[src/uidma_pkg.sv]
// Constants and carrier types for the channel interrupt and DMA signalling block
package uidma_pkg;

  // ************************************************************
  // Register addresses
  // ************************************************************
  localparam logic [2:0] ADDR_HOLD = 3'h0;
  localparam logic [2:0] ADDR_MASK = 3'h1;
  localparam logic [2:0] ADDR_FIFO = 3'h2;
  localparam logic [2:0] ADDR_LINE_CTRL = 3'h3;
  localparam logic [2:0] ADDR_LINE_STAT = 3'h5;

  // ************************************************************
  // Values after reset
  // ************************************************************
  localparam logic [3:0] MASK_RESET = 4'h0;
  localparam logic [7:0] LINE_CTRL_RESET = 8'h00;
  localparam logic [1:0] TRIG_SEL_RESET = 2'h0;
  localparam logic [7:0] RDATA_RESET = 8'h00;

  // ************************************************************
  // Field positions
  // ************************************************************
  localparam int MASK_RX_BIT = 0;
  localparam int MASK_THR_BIT = 1;
  localparam int MASK_LINE_BIT = 2;
  localparam int MASK_MODEM_BIT = 3;
  localparam int FIFO_EN_BIT = 0;
  localparam int RX_RESET_BIT = 1;
  localparam int TX_RESET_BIT = 2;
  localparam int DMA_MODE_BIT = 3;
  localparam int TRIG_LSB = 6;
  localparam int TRIG_MSB = 7;
  localparam int DLAB_BIT = 7;

  // ************************************************************
  // FIFO depth and receive trigger levels
  // ************************************************************
  localparam logic [4:0] FIFO_DEPTH = 5'h10;
  localparam logic [4:0] TRIG_LEVEL_0 = 5'h01;
  localparam logic [4:0] TRIG_LEVEL_1 = 5'h04;
  localparam logic [4:0] TRIG_LEVEL_2 = 5'h08;
  localparam logic [4:0] TRIG_LEVEL_3 = 5'h0e;

  // ************************************************************
  // Interrupt identification codes, bits 3:0
  // ************************************************************
  localparam logic [3:0] ID_NONE = 4'h1;
  localparam logic [3:0] ID_LINE = 4'h6;
  localparam logic [3:0] ID_RX = 4'h4;
  localparam logic [3:0] ID_TIMEOUT = 4'hc;
  localparam logic [3:0] ID_THR = 4'h2;
  localparam logic [3:0] ID_MODEM = 4'h0;

  // ************************************************************
  // Types
  // ************************************************************
  typedef enum logic
  {
    UIDMA_MODE_16 = 1'b0,
    UIDMA_MODE_68 = 1'b1
  } uidma_bus_mode_t;

  typedef struct packed
  {
    logic sel;
    logic wr;
    logic rd;
    logic [2:0] addr;
    logic [7:0] wdata;
  } uidma_bus_t;

  typedef struct packed
  {
    logic [4:0] rx_count;
    logic [4:0] tx_count;
    logic tx_shift_empty;
    logic [3:0] rx_errors;
    logic fifo_error;
    logic rx_timeout;
    logic modem_change;
  } uidma_engine_t;

endpackage : uidma_pkg

[src/uidma_signal.sv]
// Interrupt mask, identification, line status and DMA request logic of one channel
`timescale 1ns/1ps
module uidma_signal
(
  input wire logic REF_CLK_I,
  input wire logic RESETN_I,
  input wire uidma_pkg::uidma_bus_t BUS_I,
  input wire uidma_pkg::uidma_bus_mode_t BUS_MODE_I,
  input wire uidma_pkg::uidma_engine_t ENGINE_I,
  output logic [7:0] RDATA_O,
  output logic RVALID_O,
  output logic TX_FIFO_RESET_O,
  output logic RX_FIFO_RESET_O,
  output logic LINE_STAT_READ_O,
  output logic TX_DMA_REQUEST_N_O,
  output logic RX_DMA_REQUEST_N_O,
  output logic CHANNEL_IRQ_OUT_O,
  output logic SHARED_IRQ_N_O,
  output logic SHARED_IRQ_OE_O
);

  // ************************************************************
  // Functions
  // ************************************************************
  function automatic logic [4:0] trig_level(input logic [1:0] sel);
    logic [4:0] lvl;
    lvl = uidma_pkg::TRIG_LEVEL_0;
    unique case (sel)
      2'h0: lvl = uidma_pkg::TRIG_LEVEL_0;
      2'h1: lvl = uidma_pkg::TRIG_LEVEL_1;
      2'h2: lvl = uidma_pkg::TRIG_LEVEL_2;
      2'h3: lvl = uidma_pkg::TRIG_LEVEL_3;
    endcase
    return lvl;
  endfunction : trig_level

  function automatic logic bus_hit(input uidma_pkg::uidma_bus_t bus, input logic [2:0] a);
    return bus.sel && (bus.addr == a);
  endfunction : bus_hit

  // ************************************************************
  // Declarations
  // ************************************************************
  logic [3:0] interrupt_mask_reg;
  logic [7:0] line_control_reg;
  logic fifo_enable;
  logic dma_mode;
  logic [1:0] trig_sel;
  logic thr_pend;
  logic tx_empty_q;
  logic rx_dma_hold;
  logic dlab;
  logic wr_mask;
  logic wr_fifo;
  logic wr_line_ctrl;
  logic wr_hold;
  logic rd_ident;
  logic rd_line_stat;
  logic rd_any;
  logic tx_empty;
  logic rx_at_trig;
  logic rx_empty;
  logic line_pend;
  logic rx_pend;
  logic timeout_pend;
  logic modem_pend;
  logic any_pend;
  logic [3:0] ident_code;
  logic [7:0] interrupt_ident_reg;
  logic [7:0] line_status_reg;
  logic [7:0] next_rdata;
  logic next_thr_pend;

  // ************************************************************
  // Bus decode
  // ************************************************************
  assign dlab = line_control_reg[uidma_pkg::DLAB_BIT];
  // Mask and holding registers are hidden behind the divisor latch
  assign wr_mask = BUS_I.wr && bus_hit(BUS_I, uidma_pkg::ADDR_MASK) && !dlab;
  assign wr_hold = BUS_I.wr && bus_hit(BUS_I, uidma_pkg::ADDR_HOLD) && !dlab;
  assign wr_fifo = BUS_I.wr && bus_hit(BUS_I, uidma_pkg::ADDR_FIFO);
  assign wr_line_ctrl = BUS_I.wr && bus_hit(BUS_I, uidma_pkg::ADDR_LINE_CTRL);
  assign rd_any = BUS_I.rd && BUS_I.sel;
  assign rd_ident = BUS_I.rd && bus_hit(BUS_I, uidma_pkg::ADDR_FIFO);
  assign rd_line_stat = BUS_I.rd && bus_hit(BUS_I, uidma_pkg::ADDR_LINE_STAT);

  // ************************************************************
  // Control registers
  // ************************************************************
  always_ff @(posedge REF_CLK_I)
  begin
    if (!RESETN_I)
    begin
      interrupt_mask_reg <= uidma_pkg::MASK_RESET;
    end
    else if (wr_mask)
    begin
      // Upper bits are not stored and read as zero
      interrupt_mask_reg <= BUS_I.wdata[3:0];
    end
  end

  always_ff @(posedge REF_CLK_I)
  begin
    if (!RESETN_I)
    begin
      line_control_reg <= uidma_pkg::LINE_CTRL_RESET;
    end
    else if (wr_line_ctrl)
    begin
      line_control_reg <= BUS_I.wdata;
    end
  end

  always_ff @(posedge REF_CLK_I)
  begin
    if (!RESETN_I)
    begin
      fifo_enable <= 1'b0;
      dma_mode <= 1'b0;
      trig_sel <= uidma_pkg::TRIG_SEL_RESET;
    end
    else if (wr_fifo)
    begin
      fifo_enable <= BUS_I.wdata[uidma_pkg::FIFO_EN_BIT];
      dma_mode <= BUS_I.wdata[uidma_pkg::DMA_MODE_BIT];
      trig_sel <= BUS_I.wdata[uidma_pkg::TRIG_MSB:uidma_pkg::TRIG_LSB];
    end
  end

  // FIFO reset bits are self-clearing, so they leave as one-cycle pulses
  always_ff @(posedge REF_CLK_I)
  begin
    if (!RESETN_I)
    begin
      TX_FIFO_RESET_O <= 1'b0;
      RX_FIFO_RESET_O <= 1'b0;
      LINE_STAT_READ_O <= 1'b0;
    end
    else
    begin
      TX_FIFO_RESET_O <= wr_fifo && BUS_I.wdata[uidma_pkg::TX_RESET_BIT];
      RX_FIFO_RESET_O <= wr_fifo && BUS_I.wdata[uidma_pkg::RX_RESET_BIT];
      LINE_STAT_READ_O <= rd_line_stat;
    end
  end

  // ************************************************************
  // FIFO state
  // ************************************************************
  assign tx_empty = (ENGINE_I.tx_count == 5'h00);
  assign rx_empty = (ENGINE_I.rx_count == 5'h00);
  // Without FIFOs one held character counts as reaching the level
  assign rx_at_trig = fifo_enable ? (ENGINE_I.rx_count >= trig_level(trig_sel)) : !rx_empty;

  // ************************************************************
  // Line status
  // ************************************************************
  always_comb
  begin
    line_status_reg = 8'h00;
    line_status_reg[0] = !rx_empty;
    line_status_reg[4:1] = ENGINE_I.rx_errors;
    line_status_reg[5] = tx_empty;
    line_status_reg[6] = tx_empty && ENGINE_I.tx_shift_empty;
    // FIFO error summary has no meaning with FIFOs off
    line_status_reg[7] = fifo_enable && ENGINE_I.fifo_error;
  end

  // ************************************************************
  // Interrupt sources
  // ************************************************************
  // With every mask bit clear no source is identified, which leaves the
  // line status bits for polling on their own
  assign line_pend = interrupt_mask_reg[uidma_pkg::MASK_LINE_BIT]
    && (ENGINE_I.rx_errors != 4'h0);
  assign rx_pend = interrupt_mask_reg[uidma_pkg::MASK_RX_BIT] && rx_at_trig;
  assign timeout_pend = interrupt_mask_reg[uidma_pkg::MASK_RX_BIT] && fifo_enable
    && ENGINE_I.rx_timeout;
  assign modem_pend = interrupt_mask_reg[uidma_pkg::MASK_MODEM_BIT]
    && ENGINE_I.modem_change;

  always_ff @(posedge REF_CLK_I)
  begin
    if (!RESETN_I)
    begin
      tx_empty_q <= 1'b1;
    end
    else
    begin
      tx_empty_q <= tx_empty;
    end
  end

  // Holding-empty event is sticky until identified or refilled; a new
  // empty edge in the clearing cycle wins
  always_comb
  begin
    next_thr_pend = thr_pend;
    if (wr_hold || (rd_ident && (ident_code == uidma_pkg::ID_THR)))
    begin
      next_thr_pend = 1'b0;
    end
    if ((tx_empty && !tx_empty_q)
      || (wr_mask && BUS_I.wdata[uidma_pkg::MASK_THR_BIT]
      && !interrupt_mask_reg[uidma_pkg::MASK_THR_BIT] && tx_empty))
    begin
      next_thr_pend = 1'b1;
    end
  end

  always_ff @(posedge REF_CLK_I)
  begin
    if (!RESETN_I)
    begin
      thr_pend <= 1'b0;
    end
    else
    begin
      thr_pend <= next_thr_pend;
    end
  end

  // ************************************************************
  // Identification, highest priority first
  // ************************************************************
  always_comb
  begin
    ident_code = uidma_pkg::ID_NONE;
    if (line_pend)
    begin
      ident_code = uidma_pkg::ID_LINE;
    end
    else if (rx_pend)
    begin
      ident_code = uidma_pkg::ID_RX;
    end
    else if (timeout_pend)
    begin
      ident_code = uidma_pkg::ID_TIMEOUT;
    end
    else if (thr_pend && interrupt_mask_reg[uidma_pkg::MASK_THR_BIT])
    begin
      ident_code = uidma_pkg::ID_THR;
    end
    else if (modem_pend)
    begin
      ident_code = uidma_pkg::ID_MODEM;
    end
  end

  assign any_pend = (ident_code != uidma_pkg::ID_NONE);
  assign interrupt_ident_reg = {fifo_enable, fifo_enable, 2'h0, ident_code};

  // ************************************************************
  // Read data
  // ************************************************************
  always_comb
  begin
    next_rdata = 8'h00;
    unique case (BUS_I.addr)
      uidma_pkg::ADDR_MASK: next_rdata = dlab ? 8'h00 : {4'h0, interrupt_mask_reg};
      uidma_pkg::ADDR_FIFO: next_rdata = interrupt_ident_reg;
      uidma_pkg::ADDR_LINE_CTRL: next_rdata = line_control_reg;
      uidma_pkg::ADDR_LINE_STAT: next_rdata = line_status_reg;
      default: next_rdata = 8'h00;
    endcase
  end

  always_ff @(posedge REF_CLK_I)
  begin
    if (!RESETN_I)
    begin
      RDATA_O <= uidma_pkg::RDATA_RESET;
      RVALID_O <= 1'b0;
    end
    else
    begin
      RVALID_O <= rd_any;
      if (rd_any)
      begin
        RDATA_O <= next_rdata;
      end
    end
  end

  // ************************************************************
  // Interrupt outputs
  // ************************************************************
  // Registered so the pins never glitch while sources change together
  always_ff @(posedge REF_CLK_I)
  begin
    if (!RESETN_I)
    begin
      CHANNEL_IRQ_OUT_O <= 1'b0;
      SHARED_IRQ_OE_O <= 1'b0;
    end
    else
    begin
      CHANNEL_IRQ_OUT_O <= any_pend && (BUS_MODE_I == uidma_pkg::UIDMA_MODE_16);
      SHARED_IRQ_OE_O <= any_pend && (BUS_MODE_I == uidma_pkg::UIDMA_MODE_68);
    end
  end

  // Open-drain request only ever pulls low
  assign SHARED_IRQ_N_O = 1'b0;

  // ************************************************************
  // DMA requests, active low
  // ************************************************************
  // Block-mode receive request latches at the level or a time-out and
  // lets go only when drained; the set wins over the empty release
  always_ff @(posedge REF_CLK_I)
  begin
    if (!RESETN_I)
    begin
      rx_dma_hold <= 1'b0;
    end
    else if (rx_at_trig || ENGINE_I.rx_timeout)
    begin
      rx_dma_hold <= 1'b1;
    end
    else if (rx_empty)
    begin
      rx_dma_hold <= 1'b0;
    end
  end

  always_ff @(posedge REF_CLK_I)
  begin
    if (!RESETN_I)
    begin
      TX_DMA_REQUEST_N_O <= 1'b1;
      RX_DMA_REQUEST_N_O <= 1'b1;
    end
    else if (fifo_enable && dma_mode)
    begin
      TX_DMA_REQUEST_N_O <= !(ENGINE_I.tx_count < uidma_pkg::FIFO_DEPTH);
      RX_DMA_REQUEST_N_O <= !(rx_dma_hold || rx_at_trig || ENGINE_I.rx_timeout);
    end
    else
    begin
      TX_DMA_REQUEST_N_O <= !tx_empty;
      RX_DMA_REQUEST_N_O <= rx_empty;
    end
  end

endmodule : uidma_signal

[config.mk]
export PLATFORM = sky130hd
export DESIGN_NAME = uidma_signal
export DESIGN_NICKNAME = d
export VERILOG_FILES = /design/src/uidma_pkg.sv /design/src/uidma_signal.sv
export SDC_FILE = /design/constraint.sdc
export NUM_CORES = 1
export LEC_CHECK = 0
export BUFFER_PORTS_ARGS = -buffer_cell sky130_fd_sc_hd__buf_2
export CORE_ASPECT_RATIO = 1.75
export CORE_MARGIN = 2
export CORE_UTILIZATION = 51
export DETAILED_ROUTE_END_ITERATION = 8
export GPL_TIMING_DRIVEN = 0
export PLACE_DENSITY = 0.9
export SYNTH_ARGS = -nofsm -noshare
export SYNTH_HDL_FRONTEND = slang
export SYNTH_SLANG_ARGS = --single-unit
export TNS_END_PERCENT = 50
[constraint.sdc]
create_clock -name REF_CLK_I -period 2.6 [get_ports REF_CLK_I]
set_input_delay 0.65 -clock REF_CLK_I [delete_from_list [all_inputs] [get_ports REF_CLK_I]]
set_output_delay 0.65 -clock REF_CLK_I [all_outputs]
set_load 0.05 [all_outputs]
; ---- After elaboration in Yosys (flattened, before gate mapping)
; Index checks and enable logic that the tools add are counted.
[classes]
add_sub_neg = 0
n_mul = 0
div_mod_pow = 0
magnitude_cmp = 2
n_eq_ne = 9
shifts = 0
n_mux = 15
bitwise_logic = 1
n_reduce_logical = 51
[op_table]
columns = op, n
row1 = logical AND 1 bit, 32
row2 = case mux 8 bit (4 select lines), 1
row3 = case mux 5 bit (4 select lines), 1
row4 = 2-to-1 mux 4 bit, 4
row5 = logical NOT 5 bit, 2
row6 = 2-to-1 mux 1 bit, 8
row7 = logical NOT 1 bit, 7
row8 = equality test 3 x 2 -> 1 bit (second input constant), 2
row9 = >= comparator 5 bit, 1
row10 = logical OR 1 bit, 5
row11 = < comparator 5 bit (second input constant), 1
row12 = equality test 2 bit (second input constant), 2
row13 = equality test 4 x 2 -> 1 bit (second input constant), 1
row14 = inequality test 4 x 1 -> 1 bit (second input constant), 1
row15 = nonzero test 2 bit, 2
row16 = nonzero test 4 bit, 1
row17 = equality test 3 x 1 -> 1 bit (second input constant), 1
row18 = equality test 3 bit (second input constant), 1
row19 = logical NOT 3 bit, 1
row20 = equality test 2 x 1 -> 1 bit (second input constant), 1
row21 = logical NOT 2 bit, 1
row22 = 2-to-1 mux 2 bit, 1
row23 = NOT 1 bit, 1
[totals]
register_bits = 35
latchBits = 0
mem_bits_rw = 0
romBits = 0
in_bits = 35
output_inout_bits = 17
word_cells = 95
n_memories = 0

; ---- Depth between registers and ports, before layout
; Gate-level depths: netlist of run 1.
[depth]
word_depth = 12
mapped_depth = 7
mapped_depth_nobuf = 7

; ---- Worst setup path before layout of run 1
; Ideal clock, no wire load.
[synth_timing]
path_kind = input to register
start = input port ENGINE_I[16] in the netlist's numbering
end = register RX_DMA_REQUEST_N_O
setup_ns = 0.062
arrival_ns = 1.978
required_ns = 2.538
setup_slack_ns = 0.560
path_stages = 5
path_cell_list = ha_1 -> a2111oi_4 -> o21ai_2 -> or4_1 -> nand3_1
[synth_via]
elab_chain_cells = 7
word_cells_on_any_way = 8
classes_between = order compare (1) / mux (2) / reduce/logical (5)
[synth_rtl]
columns = element, line_no
row1 = "start, declared", uidma_signal.sv:9  ; input wire uidma_pkg::uidma_engine_t ENGINE_I,
row2 = "parallel branches: the longest is 6 deep, another holds >= comparator 5 bit", n/a
row3 = 2-to-1 mux 1 bit (*), uidma_signal.sv:336  ; else if (fifo_enable && dma_mode)
row4 = "end signal, assigned", uidma_signal.sv:339  ; RX_DMA_REQUEST_N_O <= !(rx_dma_hold || rx_at_trig || ENGINE_I.rx_timeout);
row5 = "end signal, assigned", uidma_signal.sv:344  ; RX_DMA_REQUEST_N_O <= rx_empty;
row6 = "end, declared", uidma_signal.sv:16  ; output logic RX_DMA_REQUEST_N_O,
; Every way passes the cells marked *.
; A chain may end at the register's enable or synchronous reset.

; ---- Final worst setup path of run 1
[layout_timing]
start = input port ENGINE_I[13] in the netlist's numbering
end = register RX_DMA_REQUEST_N_O
; Same word-level chain as after synthesis.

==> results of run 1 <==
## worst paths after layout
check	start	slack, ns	to	cells past startpoint
max reg2reg	trig_sel[1]$_SDFFE_PN0P_	0.67	RX_DMA_REQUEST_N_O$_SDFF_PN1_	7
min reg2reg	RDATA_O[7]$_SDFFE_PN0P_	0.47	RDATA_O[7]$_SDFFE_PN0P_	2
min	RDATA_O[7]$_SDFFE_PN0P_	0.47	RDATA_O[7]$_SDFFE_PN0P_	2
max	ENGINE_I[13]	0.61	RX_DMA_REQUEST_N_O$_SDFF_PN1_	8
## routing by layer
metal	up-vias	global-route usage	share of wire
met5	-	0	0
met3	17	0.0522	0.054
met1	750	0.258	0.39
met4	0	0.154	0.045
li1	834	-	-
met2	59	0.430	0.51
## through the flow
| stage | std cells | utilization | hold slack [ns] | instance area [µm²] |
|---|---|---|---|---|
| 6_report | 304 | 0.653 | 0.467 | 2200 |
| 3_3_place_gp | 296 | 0.624 | 0.451 | 2100 |
| 4_1_cts | 304 | 0.653 | 0.476 | 2200 |
| 5_1_grt | 304 | 0.653 | 0.501 | 2200 |
| 2_1_floorplan | 202 | - | 0.481 | 1800 |
| 3_5_place_dp | 296 | 0.624 | 0.460 | 2100 |
## layout by cell type (no fill, tap or decap), types with 3 or more instances in the layout
| master | Yosys | routed |
|---|---|---|
| sky130_fd_sc_hd__buf_2 | 1 | 50 |
| sky130_fd_sc_hd__dfxtp_1 | 35 | 35 |
| sky130_fd_sc_hd__nor2b_1 | 21 | 21 |
| sky130_fd_sc_hd__nand2_1 | 18 | 18 |
| sky130_fd_sc_hd__mux2i_1 | 17 | 17 |
| sky130_fd_sc_hd__a21oi_1 | 13 | 13 |
| sky130_fd_sc_hd__nor2_1 | 9 | 9 |
| sky130_fd_sc_hd__o21ai_0 | 8 | 8 |
| sky130_fd_sc_hd__clkbuf_1 | 6 | 7 |
| sky130_fd_sc_hd__nand2b_1 | 7 | 7 |
| sky130_fd_sc_hd__clkbuf_8 | 0 | 7 |
| sky130_fd_sc_hd__nand3_1 | 6 | 6 |
| sky130_fd_sc_hd__inv_1 | 4 | 4 |
| sky130_fd_sc_hd__or4_1 | 4 | 4 |
| sky130_fd_sc_hd__nor3b_1 | 4 | 4 |
| sky130_fd_sc_hd__ha_1 | 4 | 4 |
| sky130_fd_sc_hd__and3_1 | 3 | 3 |
| sky130_fd_sc_hd__and2_1 | 3 | 3 |
| sky130_fd_sc_hd__a31oi_1 | 3 | 3 |
| sky130_fd_sc_hd__a21boi_0 | 3 | 3 |
## power by group
| part | switching [mW] | total (mW) | internal, mW |
|---|---|---|---|
| combinational | 0.0769 | 0.127 | 0.0503 |
| sequential | 0.00458 | 0.549 | 0.544 |
| clock | 0.183 | 0.425 | 0.241 |
## final cells by class
| type | count | share of cell area |
|---|---|---|
| buffer | 9 | 0.0177 |
| clock buffer | 8 | 0.0456 |
| inverter | 5 | 0.00854 |
| multi-input combinational | 153 | 0.472 |
| sequential | 35 | 0.319 |
| tap | 45 | 0.0256 |
| timing repair buffer | 49 | 0.112 |
## worst max-delay path: stages
cell,delay [ns]
sky130_fd_sc_hd__buf_2,0.08
sky130_fd_sc_hd__inv_1,0.03
sky130_fd_sc_hd__ha_1,0.28
sky130_fd_sc_hd__nand2b_1,0.15
sky130_fd_sc_hd__a31oi_1,0.27
sky130_fd_sc_hd__o21ai_2,0.16
sky130_fd_sc_hd__or4_1,0.50
sky130_fd_sc_hd__nand3_1,0.09
## cell families after synthesis
kind of cell | synth area share
adder cells (fa/ha/maj) | 0.0279
other | 0.00209
flip-flops | 0.390
multiplexers | 0.0948
buffers and inverters | 0.0320
AND/OR/NAND/NOR | 0.270
AO/OA/AOI/OAI | 0.183
==> impl_metrics.env, run 1 <==
export IMPL_fillCellCount=315
export IMPL_synth_yosys_warnings=0
export IMPL_maxCapViolCount=0
export IMPL_crit_path_start_kind="input pin"
export IMPL_post_place_worst_slack_ns=0.310
export IMPL_number_of_enable_flip_flop_cells_after_synthesis=0
export IMPL_synthesized_netlist_cell_count=202
export IMPL_yosys_top_cells_count="sky130_fd_sc_hd__dfxtp_1, sky130_fd_sc_hd__nor2b_1, sky130_fd_sc_hd__nand2_1, sky130_fd_sc_hd__mux2i_1, sky130_fd_sc_hd__a21oi_1"
export IMPL_post_route_cells_drive_above_1_share=0.255
export IMPL_die_x_um=48.9
export IMPL_cts_hold_buffers_added=0
export IMPL_io_pins=52
export IMPL_hp_class="reg2reg"
export IMPL_remaining_drc_errors=0
export IMPL_tritoncts="built"
export IMPL_synth_top_area_share=0.390
export IMPL_pwr_density_cell_nw_per_um2=501
export IMPL_ctsLongestPathBuffers=2
export IMPL_synthTopCellsByArea="sky130_fd_sc_hd__dfxtp_1, sky130_fd_sc_hd__mux2i_1, sky130_fd_sc_hd__nor2b_1, sky130_fd_sc_hd__nand2_1, sky130_fd_sc_hd__a21oi_1"
export IMPL_clock_tree_root_cell="sky130_fd_sc_hd__clkbuf_8"
export IMPL_finalHoldViolations=0
export IMPL_synth_cell_area_um2=1800
export IMPL_synth_top_flop_cell="sky130_fd_sc_hd__dfxtp_1"
export IMPL_cts_buffers_inserted=5
export IMPL_cts_htree_levels=2
export IMPL_synth_cell_type_count=47
export IMPL_post_drt_wl_per_cell_um=14.6
export IMPL_area_sequential_um2=701
export IMPL_worstMarginPinSlew_ns=0.615
export IMPL_place_gp_congestion=0.917
export IMPL_yosys_register_bits=35
export IMPL_vdd_drop_max_mv=0.431
export IMPL_syn_num_nets=241
export IMPL_crit_fanout=7
export IMPL_port_buffer_count=49
export IMPL_synth_yosys_seq_area_share=0.390
export IMPL_cts_sink_count=35
export IMPL_grt_first_pass_wirelength_um=7270
export IMPL_design_power_total_mw=1.10
export IMPL_endpoint_kind="flip-flop"
export IMPL_clock_skew_final_ns=0.00490
export IMPL_final_setup_viol_count=0
export IMPL_post_cts_setup_buffers=0
export IMPL_netlist_top_cell_by_area="sky130_fd_sc_hd__dfxtp_1"
export IMPL_critical_path_arrival_ns=2.21
export IMPL_layout_nets=297
export IMPL_run_status="completed"
export IMPL_timing_max_transition_violations_final=0
export IMPL_rows=28
export IMPL_gr_total_overflow=0
export IMPL_detail_route_wirelength_um=4440
export IMPL_core_area_um2=3360
export IMPL_dr_total_vias=1660
export IMPL_grt_pass1_vias=1600
export IMPL_global_route_usage_total=0.241
export IMPL_area_growth_syn_to_layout_pct=22.4
export IMPL_asyncSetResetFlopFracSynth=0
export IMPL_cts_repair_resized=0
export IMPL_ant_nets=0
export IMPL_floorplan_die_height_um=82.5
export IMPL_detail_route_iter0_violations=35
export IMPL_fmaxAchievable_mhz=503
export IMPL_cts_clk_slew_worst_paths_ns=0.07
export IMPL_criticalPathCategory="in2reg"
export IMPL_firstDrtPassIters=4
export IMPL_post_synth_top_count_cell="sky130_fd_sc_hd__dfxtp_1"
export IMPL_grt_max_degree=11
export IMPL_timing_critical_path_required_ns=2.83
export IMPL_timing_slew_headroom=0.590
export IMPL_power_leakage_nw=0.954
export IMPL_design_die_area_um2=4030
export IMPL_vias_per_cell=5.46
export IMPL_totalNegativeSetupSlack_ns=0
export IMPL_clock_latency_ns=0.29
export IMPL_place_detailed_hpwl_um=3490
export IMPL_multiInputGateArea_um2=1040
export IMPL_fin_ws_ns=0.614
export IMPL_synth_avg_cell_area_um2=8.89
export IMPL_diodes=0
export IMPL_rsz0062_at_grt="no"
export IMPL_final_period_utilization=0.764
export IMPL_fin_crit_ns=1.99
export IMPL_initial_standard_cell_utilization_of_the_core=0.534
export IMPL_initial_antenna_violation_count=0
No activity file was read; power rests on OpenSTA's default activity.
==> run 2: changes to the inputs <==
- CORE_UTILIZATION: 51 -> 46
- PLACE_DENSITY: 0.9 -> 0.86
- clock period: 2.6 -> 1.8 ns (I/O delays scaled with it)
==> impl_metrics.env, run 2 (synthesis results as in run 1) <==
export IMPL_run_status="finished with violations"
export IMPL_violated_checks="setup timing"
export IMPL_place_detailed_hpwl_um=3630
export IMPL_crit_path_start_kind="flip-flop"
export IMPL_detail_route_iter0_violations=41
export IMPL_place_gp_congestion=0.931
export IMPL_firstDrtPassIters=4
export IMPL_vdd_drop_max_mv=0.515
export IMPL_initial_antenna_violation_count=0
export IMPL_core_area_um2=3830
export IMPL_critical_path_startpoint="trig_sel[1]$_SDFFE_PN0P_"
export IMPL_power_leakage_nw=0.985
export IMPL_final_setup_viol_count=1
export IMPL_grt_pass1_vias=1707
export IMPL_mostFrequentLayoutCell="sky130_fd_sc_hd__buf_2"
export IMPL_design_power_total_mw=1.63
export IMPL_finalHoldViolations=0
export IMPL_hp_class="in2reg"
export IMPL_fmaxAchievable_mhz=550
export IMPL_clock_latency_ns=0.30
export IMPL_initial_standard_cell_utilization_of_the_core=0.469
export IMPL_global_route_usage_total=0.231
export IMPL_tritoncts="built"
export IMPL_cts_sink_count=35
export IMPL_grt_max_degree=11
export IMPL_clock_tree_root_cell="sky130_fd_sc_hd__clkbuf_8"
export IMPL_crit_fanout=6
export IMPL_vias_per_cell=5.59
export IMPL_post_place_worst_slack_ns=-0.349
export IMPL_port_buffer_count=49
export IMPL_area_growth_syn_to_layout_pct=27.7
export IMPL_io_pins=52
export IMPL_cts_clk_slew_worst_paths_ns=0.07
export IMPL_layout_nets=301
export IMPL_dr_total_vias=1738
export IMPL_rsz0062_at_grt="yes"
export IMPL_fin_ws_ns=-0.0186
export IMPL_endpoint_kind="flip-flop"
export IMPL_cts_hold_buffers_added=0
export IMPL_die_x_um=51.2
export IMPL_detail_route_wirelength_um=4810
export IMPL_rr_endpoint="RX_DMA_REQUEST_N_O$_SDFF_PN1_"
export IMPL_gr_total_overflow=0
export IMPL_timing_max_transition_violations_final=0
export IMPL_crit_path_end="RX_DMA_REQUEST_N_O$_SDFF_PN1_"
export IMPL_diodes=0
export IMPL_r2r_worst_path_cells=7
export IMPL_timing_critical_path_required_ns=2.04
export IMPL_fin_crit_ns=1.82
export IMPL_critical_path_arrival_ns=2.05
export IMPL_most_frequent_cells_in_the_layout="sky130_fd_sc_hd__buf_2, sky130_fd_sc_hd__dfxtp_1, sky130_fd_sc_hd__nor2b_1"
export IMPL_timing_rr_start="trig_sel[1]$_SDFFE_PN0P_"
export IMPL_post_route_cells_drive_above_1_share=0.304
export IMPL_post_drt_wl_per_cell_um=15.5
export IMPL_timing_slew_headroom=0.581
export IMPL_clock_skew_final_ns=0.00645
export IMPL_criticalPathCategory="reg2reg"
export IMPL_design_die_area_um2=4440
export IMPL_fillCellCount=363
export IMPL_rows=30
export IMPL_worstMarginPinSlew_ns=0.628
export IMPL_remaining_drc_errors=0
export IMPL_floorplan_die_height_um=86.6
export IMPL_ctsLongestPathBuffers=2
export IMPL_ant_nets=0
export IMPL_maxCapViolCount=0
export IMPL_regToRegSetupSlack_ns=-0.02
export IMPL_cts_htree_levels=2
export IMPL_final_period_utilization=1.01
export IMPL_grt_first_pass_wirelength_um=7670
export IMPL_pwr_density_cell_nw_per_um2=711
export IMPL_cts_buffers_inserted=5
export IMPL_dp_cells=299
export IMPL_fin_cells=311
[run 2: changes by cell type in the layout (fill, tap and decap cells not counted), sizes merged]
| cell | delta |
|---|---|
| buf | +4 |
[run 2: what timing repair did]
| action | in CTS | in global routing |
|---|---|---|
| setup endpoints to repair | 4 | 8 |
| gates cloned | 0 | 0 |
| pin swaps | 1 | 1 |
| resized for setup | 10 | 3 |
| buffers inserted | 3 | 1 |
[run 2: cell type report]
| class | instances | area [µm²] | share of cell area |
|---|---|---|---|
| multi-input combinational | 153 | 1090 | 0.477 |
| buffer | 9 | 38.8 | 0.0169 |
| inverter | 5 | 18.8 | 0.00818 |
| clock buffer | 8 | 100 | 0.0436 |
| sequential | 35 | 706 | 0.308 |
| tap | 48 | 60.1 | 0.0262 |
| timing repair buffer | 53 | 275 | 0.120 |
[run 2: stage by stage]
step / util / hold WS, ns / setup TNS [ns] / area (µm²)
final: 0.599 / 0.324 / -0.0186 / 2290
after CTS: 0.595 / 0.335 / 0 / 2280
after global routing: 0.599 / 0.342 / -0.108 / 2290
after global placement: 0.552 / 0.453 / -1.42 / 2110
after floorplan: - / 0.481 / 0 / 1810
after detailed placement: 0.552 / 0.459 / -1.86 / 2110
[run 2: power breakdown]
part / internal (mW) / switching (mW)
combinational: 0.0817 / 0.121
sequential: 0.785 / 0.00660
clock: 0.349 / 0.287
total: 1.22 / 0.414
[run 2: routing by layer]
| layer | track usage | wire (µm) | up-vias | share of wire |
|---|---|---|---|---|
| met5 | 0 | 0 | - | 0 |
| met4 | 0.117 | 131 | 0 | 0.027 |
| li1 | - | - | 851 | - |
| met3 | 0.0414 | 241 | 11 | 0.050 |
| met1 | 0.243 | 1800 | 817 | 0.37 |
| met2 | 0.424 | 2640 | 59 | 0.55 |
[run 2: how the worst min path moves through the flow]
stage / startpoint / to / slack (ns) / cells after the start
global placement: RDATA_O[6]$_SDFFE_PN0P_ / RDATA_O[6]$_SDFFE_PN0P_ / 0.45 / 2
floorplan: thr_pend$_SDFFE_PN0P_ / thr_pend$_SDFFE_PN0P_ / 0.48 / 2
CTS: BUS_MODE_I / CHANNEL_IRQ_OUT_O$_SDFF_PN0_ / 0.33 / 2
finish: BUS_MODE_I / CHANNEL_IRQ_OUT_O$_SDFF_PN0_ / 0.32 / 2
global route: BUS_MODE_I / CHANNEL_IRQ_OUT_O$_SDFF_PN0_ / 0.34 / 2
detailed placement: RDATA_O[7]$_SDFFE_PN0P_ / RDATA_O[7]$_SDFFE_PN0P_ / 0.46 / 2
[run 2: critical path, stage by stage, from the launching register on]
cell and delay (ns):
sky130_fd_sc_hd__dfxtp_4 0.36, sky130_fd_sc_hd__nor2_1 0.11, sky130_fd_sc_hd__ha_1 0.24, sky130_fd_sc_hd__nand2b_4 0.15, sky130_fd_sc_hd__a31oi_4 0.18, sky130_fd_sc_hd__o21ai_4 0.12, sky130_fd_sc_hd__or4_1 0.49, sky130_fd_sc_hd__nand3_1 0.11
==> run 3: changes to the inputs <==
- HOLD_SLACK_MARGIN: default -> 0.06
- REMOVE_ABC_BUFFERS: default -> 1
==> impl_metrics.env, run 3 (synthesis results as in run 1) <==
export IMPL_run_status="finished with violations"
export IMPL_violated_checks="setup timing"
export IMPL_vdd_drop_max_mv=0.517
export IMPL_port_buffer_count=50
export IMPL_layout_nets=294
export IMPL_floorplan_die_height_um=86.6
export IMPL_critical_path_max_stage_delay_ns=0.49
export IMPL_fin_ws_ns=-0.0267
export IMPL_post_drt_wl_per_cell_um=14.7
export IMPL_ctsLongestPathBuffers=2
export IMPL_worstMarginPinSlew_ns=0.606
export IMPL_criticalPathCategory="reg2reg"
export IMPL_die_x_um=51.2
export IMPL_area_growth_syn_to_layout_pct=28.8
export IMPL_fmaxAchievable_mhz=547
export IMPL_place_area_um2=2070
export IMPL_crit_path_start_kind="flip-flop"
export IMPL_fin_cells=304
export IMPL_gr_total_overflow=0
export IMPL_grt_pass1_vias=1588
export IMPL_mostFrequentLayoutCell="sky130_fd_sc_hd__buf_2"
export IMPL_post_route_cells_drive_above_1_share=0.328
export IMPL_core_area_um2=3830
export IMPL_timing_critical_path_required_ns=2.03
export IMPL_critical_path_top_delay_family="compound AO/OA/AOI/OAI gates"
export IMPL_diodes=0
export IMPL_crit_fanout=6
export IMPL_timing_max_transition_violations_final=0
export IMPL_place_detailed_hpwl_um=3240
export IMPL_firstDrtPassIters=4
export IMPL_initial_antenna_violation_count=0
export IMPL_most_frequent_cells_in_the_layout="sky130_fd_sc_hd__buf_2, sky130_fd_sc_hd__dfxtp_1, sky130_fd_sc_hd__nor2b_1"
export IMPL_ant_nets=0
export IMPL_totalNegativeSetupSlack_ns=-0.0267
export IMPL_rows=30
export IMPL_global_route_usage_total=0.213
export IMPL_io_pins=52
export IMPL_maxCapViolCount=0
export IMPL_design_die_area_um2=4440
export IMPL_place_gp_congestion=0.910
export IMPL_clock_tree_root_cell="sky130_fd_sc_hd__clkbuf_8"
export IMPL_path_buf_inv=1
export IMPL_cts_htree_levels=2
export IMPL_detail_route_iter0_violations=72
export IMPL_crit_path_cell_chain="inv_1 > ha_2 > a2111oi_4 > o21ai_4 > or4_1 > nand3_1"
export IMPL_cts_clk_slew_worst_paths_ns=0.07
export IMPL_pwr_density_cell_nw_per_um2=740
export IMPL_detail_route_wirelength_um=4480
export IMPL_grt_max_degree=38
export IMPL_final_period_utilization=1.01
export IMPL_critical_path_arrival_ns=2.05
export IMPL_dr_total_vias=1677
export IMPL_tritoncts="built"
export IMPL_remaining_drc_errors=0
export IMPL_finalHoldViolations=0
export IMPL_holdWs_ns=0.330
export IMPL_rsz0062_at_grt="yes"
export IMPL_vias_per_cell=5.52
export IMPL_fin_crit_ns=1.83
export IMPL_clock_latency_ns=0.29
export IMPL_dp_cells=291
export IMPL_final_core_utilization=0.604
export IMPL_final_setup_viol_count=1
export IMPL_cts_buffers_inserted=5
export IMPL_clock_skew_final_ns=0.00449
export IMPL_power_leakage_nw=0.981
export IMPL_critical_path_slowest_cell="sky130_fd_sc_hd__or4_1"
export IMPL_endpoint_kind="flip-flop"
export IMPL_hp_class="in2reg"
export IMPL_initial_standard_cell_utilization_of_the_core=0.469
export IMPL_cts_sink_count=35
export IMPL_final_area_um2=2310
export IMPL_grt_first_pass_wirelength_um=7120
export IMPL_timing_slew_headroom=0.596
==> run 3: path summary, 6_finish.rpt <==
path	start	to	slack [ns]	cells past startpoint
setup / recovery	trig_sel[0]$_SDFFE_PN0P_	RX_DMA_REQUEST_N_O$_SDFF_PN1_	-0.03	6
hold / removal	BUS_MODE_I	CHANNEL_IRQ_OUT_O$_SDFF_PN0_	0.33	2
setup reg to reg	trig_sel[0]$_SDFFE_PN0P_	RX_DMA_REQUEST_N_O$_SDFF_PN1_	-0.03	6
hold reg to reg	RDATA_O[7]$_SDFFE_PN0P_	RDATA_O[7]$_SDFFE_PN0P_	0.47	2
==> run 3: layout make-up <==
cell class                 count  area [µm²]
multi-input combinational    153        1120
inverter                       5        18.8
tap                           48        60.1
timing repair buffer          55         288
fill                         349        1520
sequential                    35         706
clock inverter                 2        35.0
clock buffer                   6        82.6
==> run 3: routing by layer <==
metal | up-vias | global-route usage | part of all wire
li1 | 831 | - | -
met1 | 779 | 0.212 | 0.38
met2 | 51 | 0.397 | 0.54
met3 | 16 | 0.0362 | 0.039
met4 | 0 | 0.129 | 0.036
met5 | - | 0 | 0
==> run 3: power by group <==
group / switching, mW / internal [mW]
Sequential: 0.00663 / 0.785
Combinational: 0.117 / 0.0766
Clock: 0.279 / 0.448
Total: 0.403 / 1.31
==> run 3: per-stage QoR <==
step	worst slack [ns]	total power, mW
2_1_floorplan	-0.0398	0.898
3_3_place_gp	-0.299	0.979
3_5_place_dp	-0.320	0.983
4_1_cts	-0.0397	1.70
5_1_grt	-0.0877	1.76
6_report	-0.0267	1.71
==> run 3: timing repair <==
item                       CTS  global route
setup endpoints to repair    4            14
gates resized for setup      7            13
hold buffers                 0             0
buffers inserted             3             2
pin swaps                    1             5
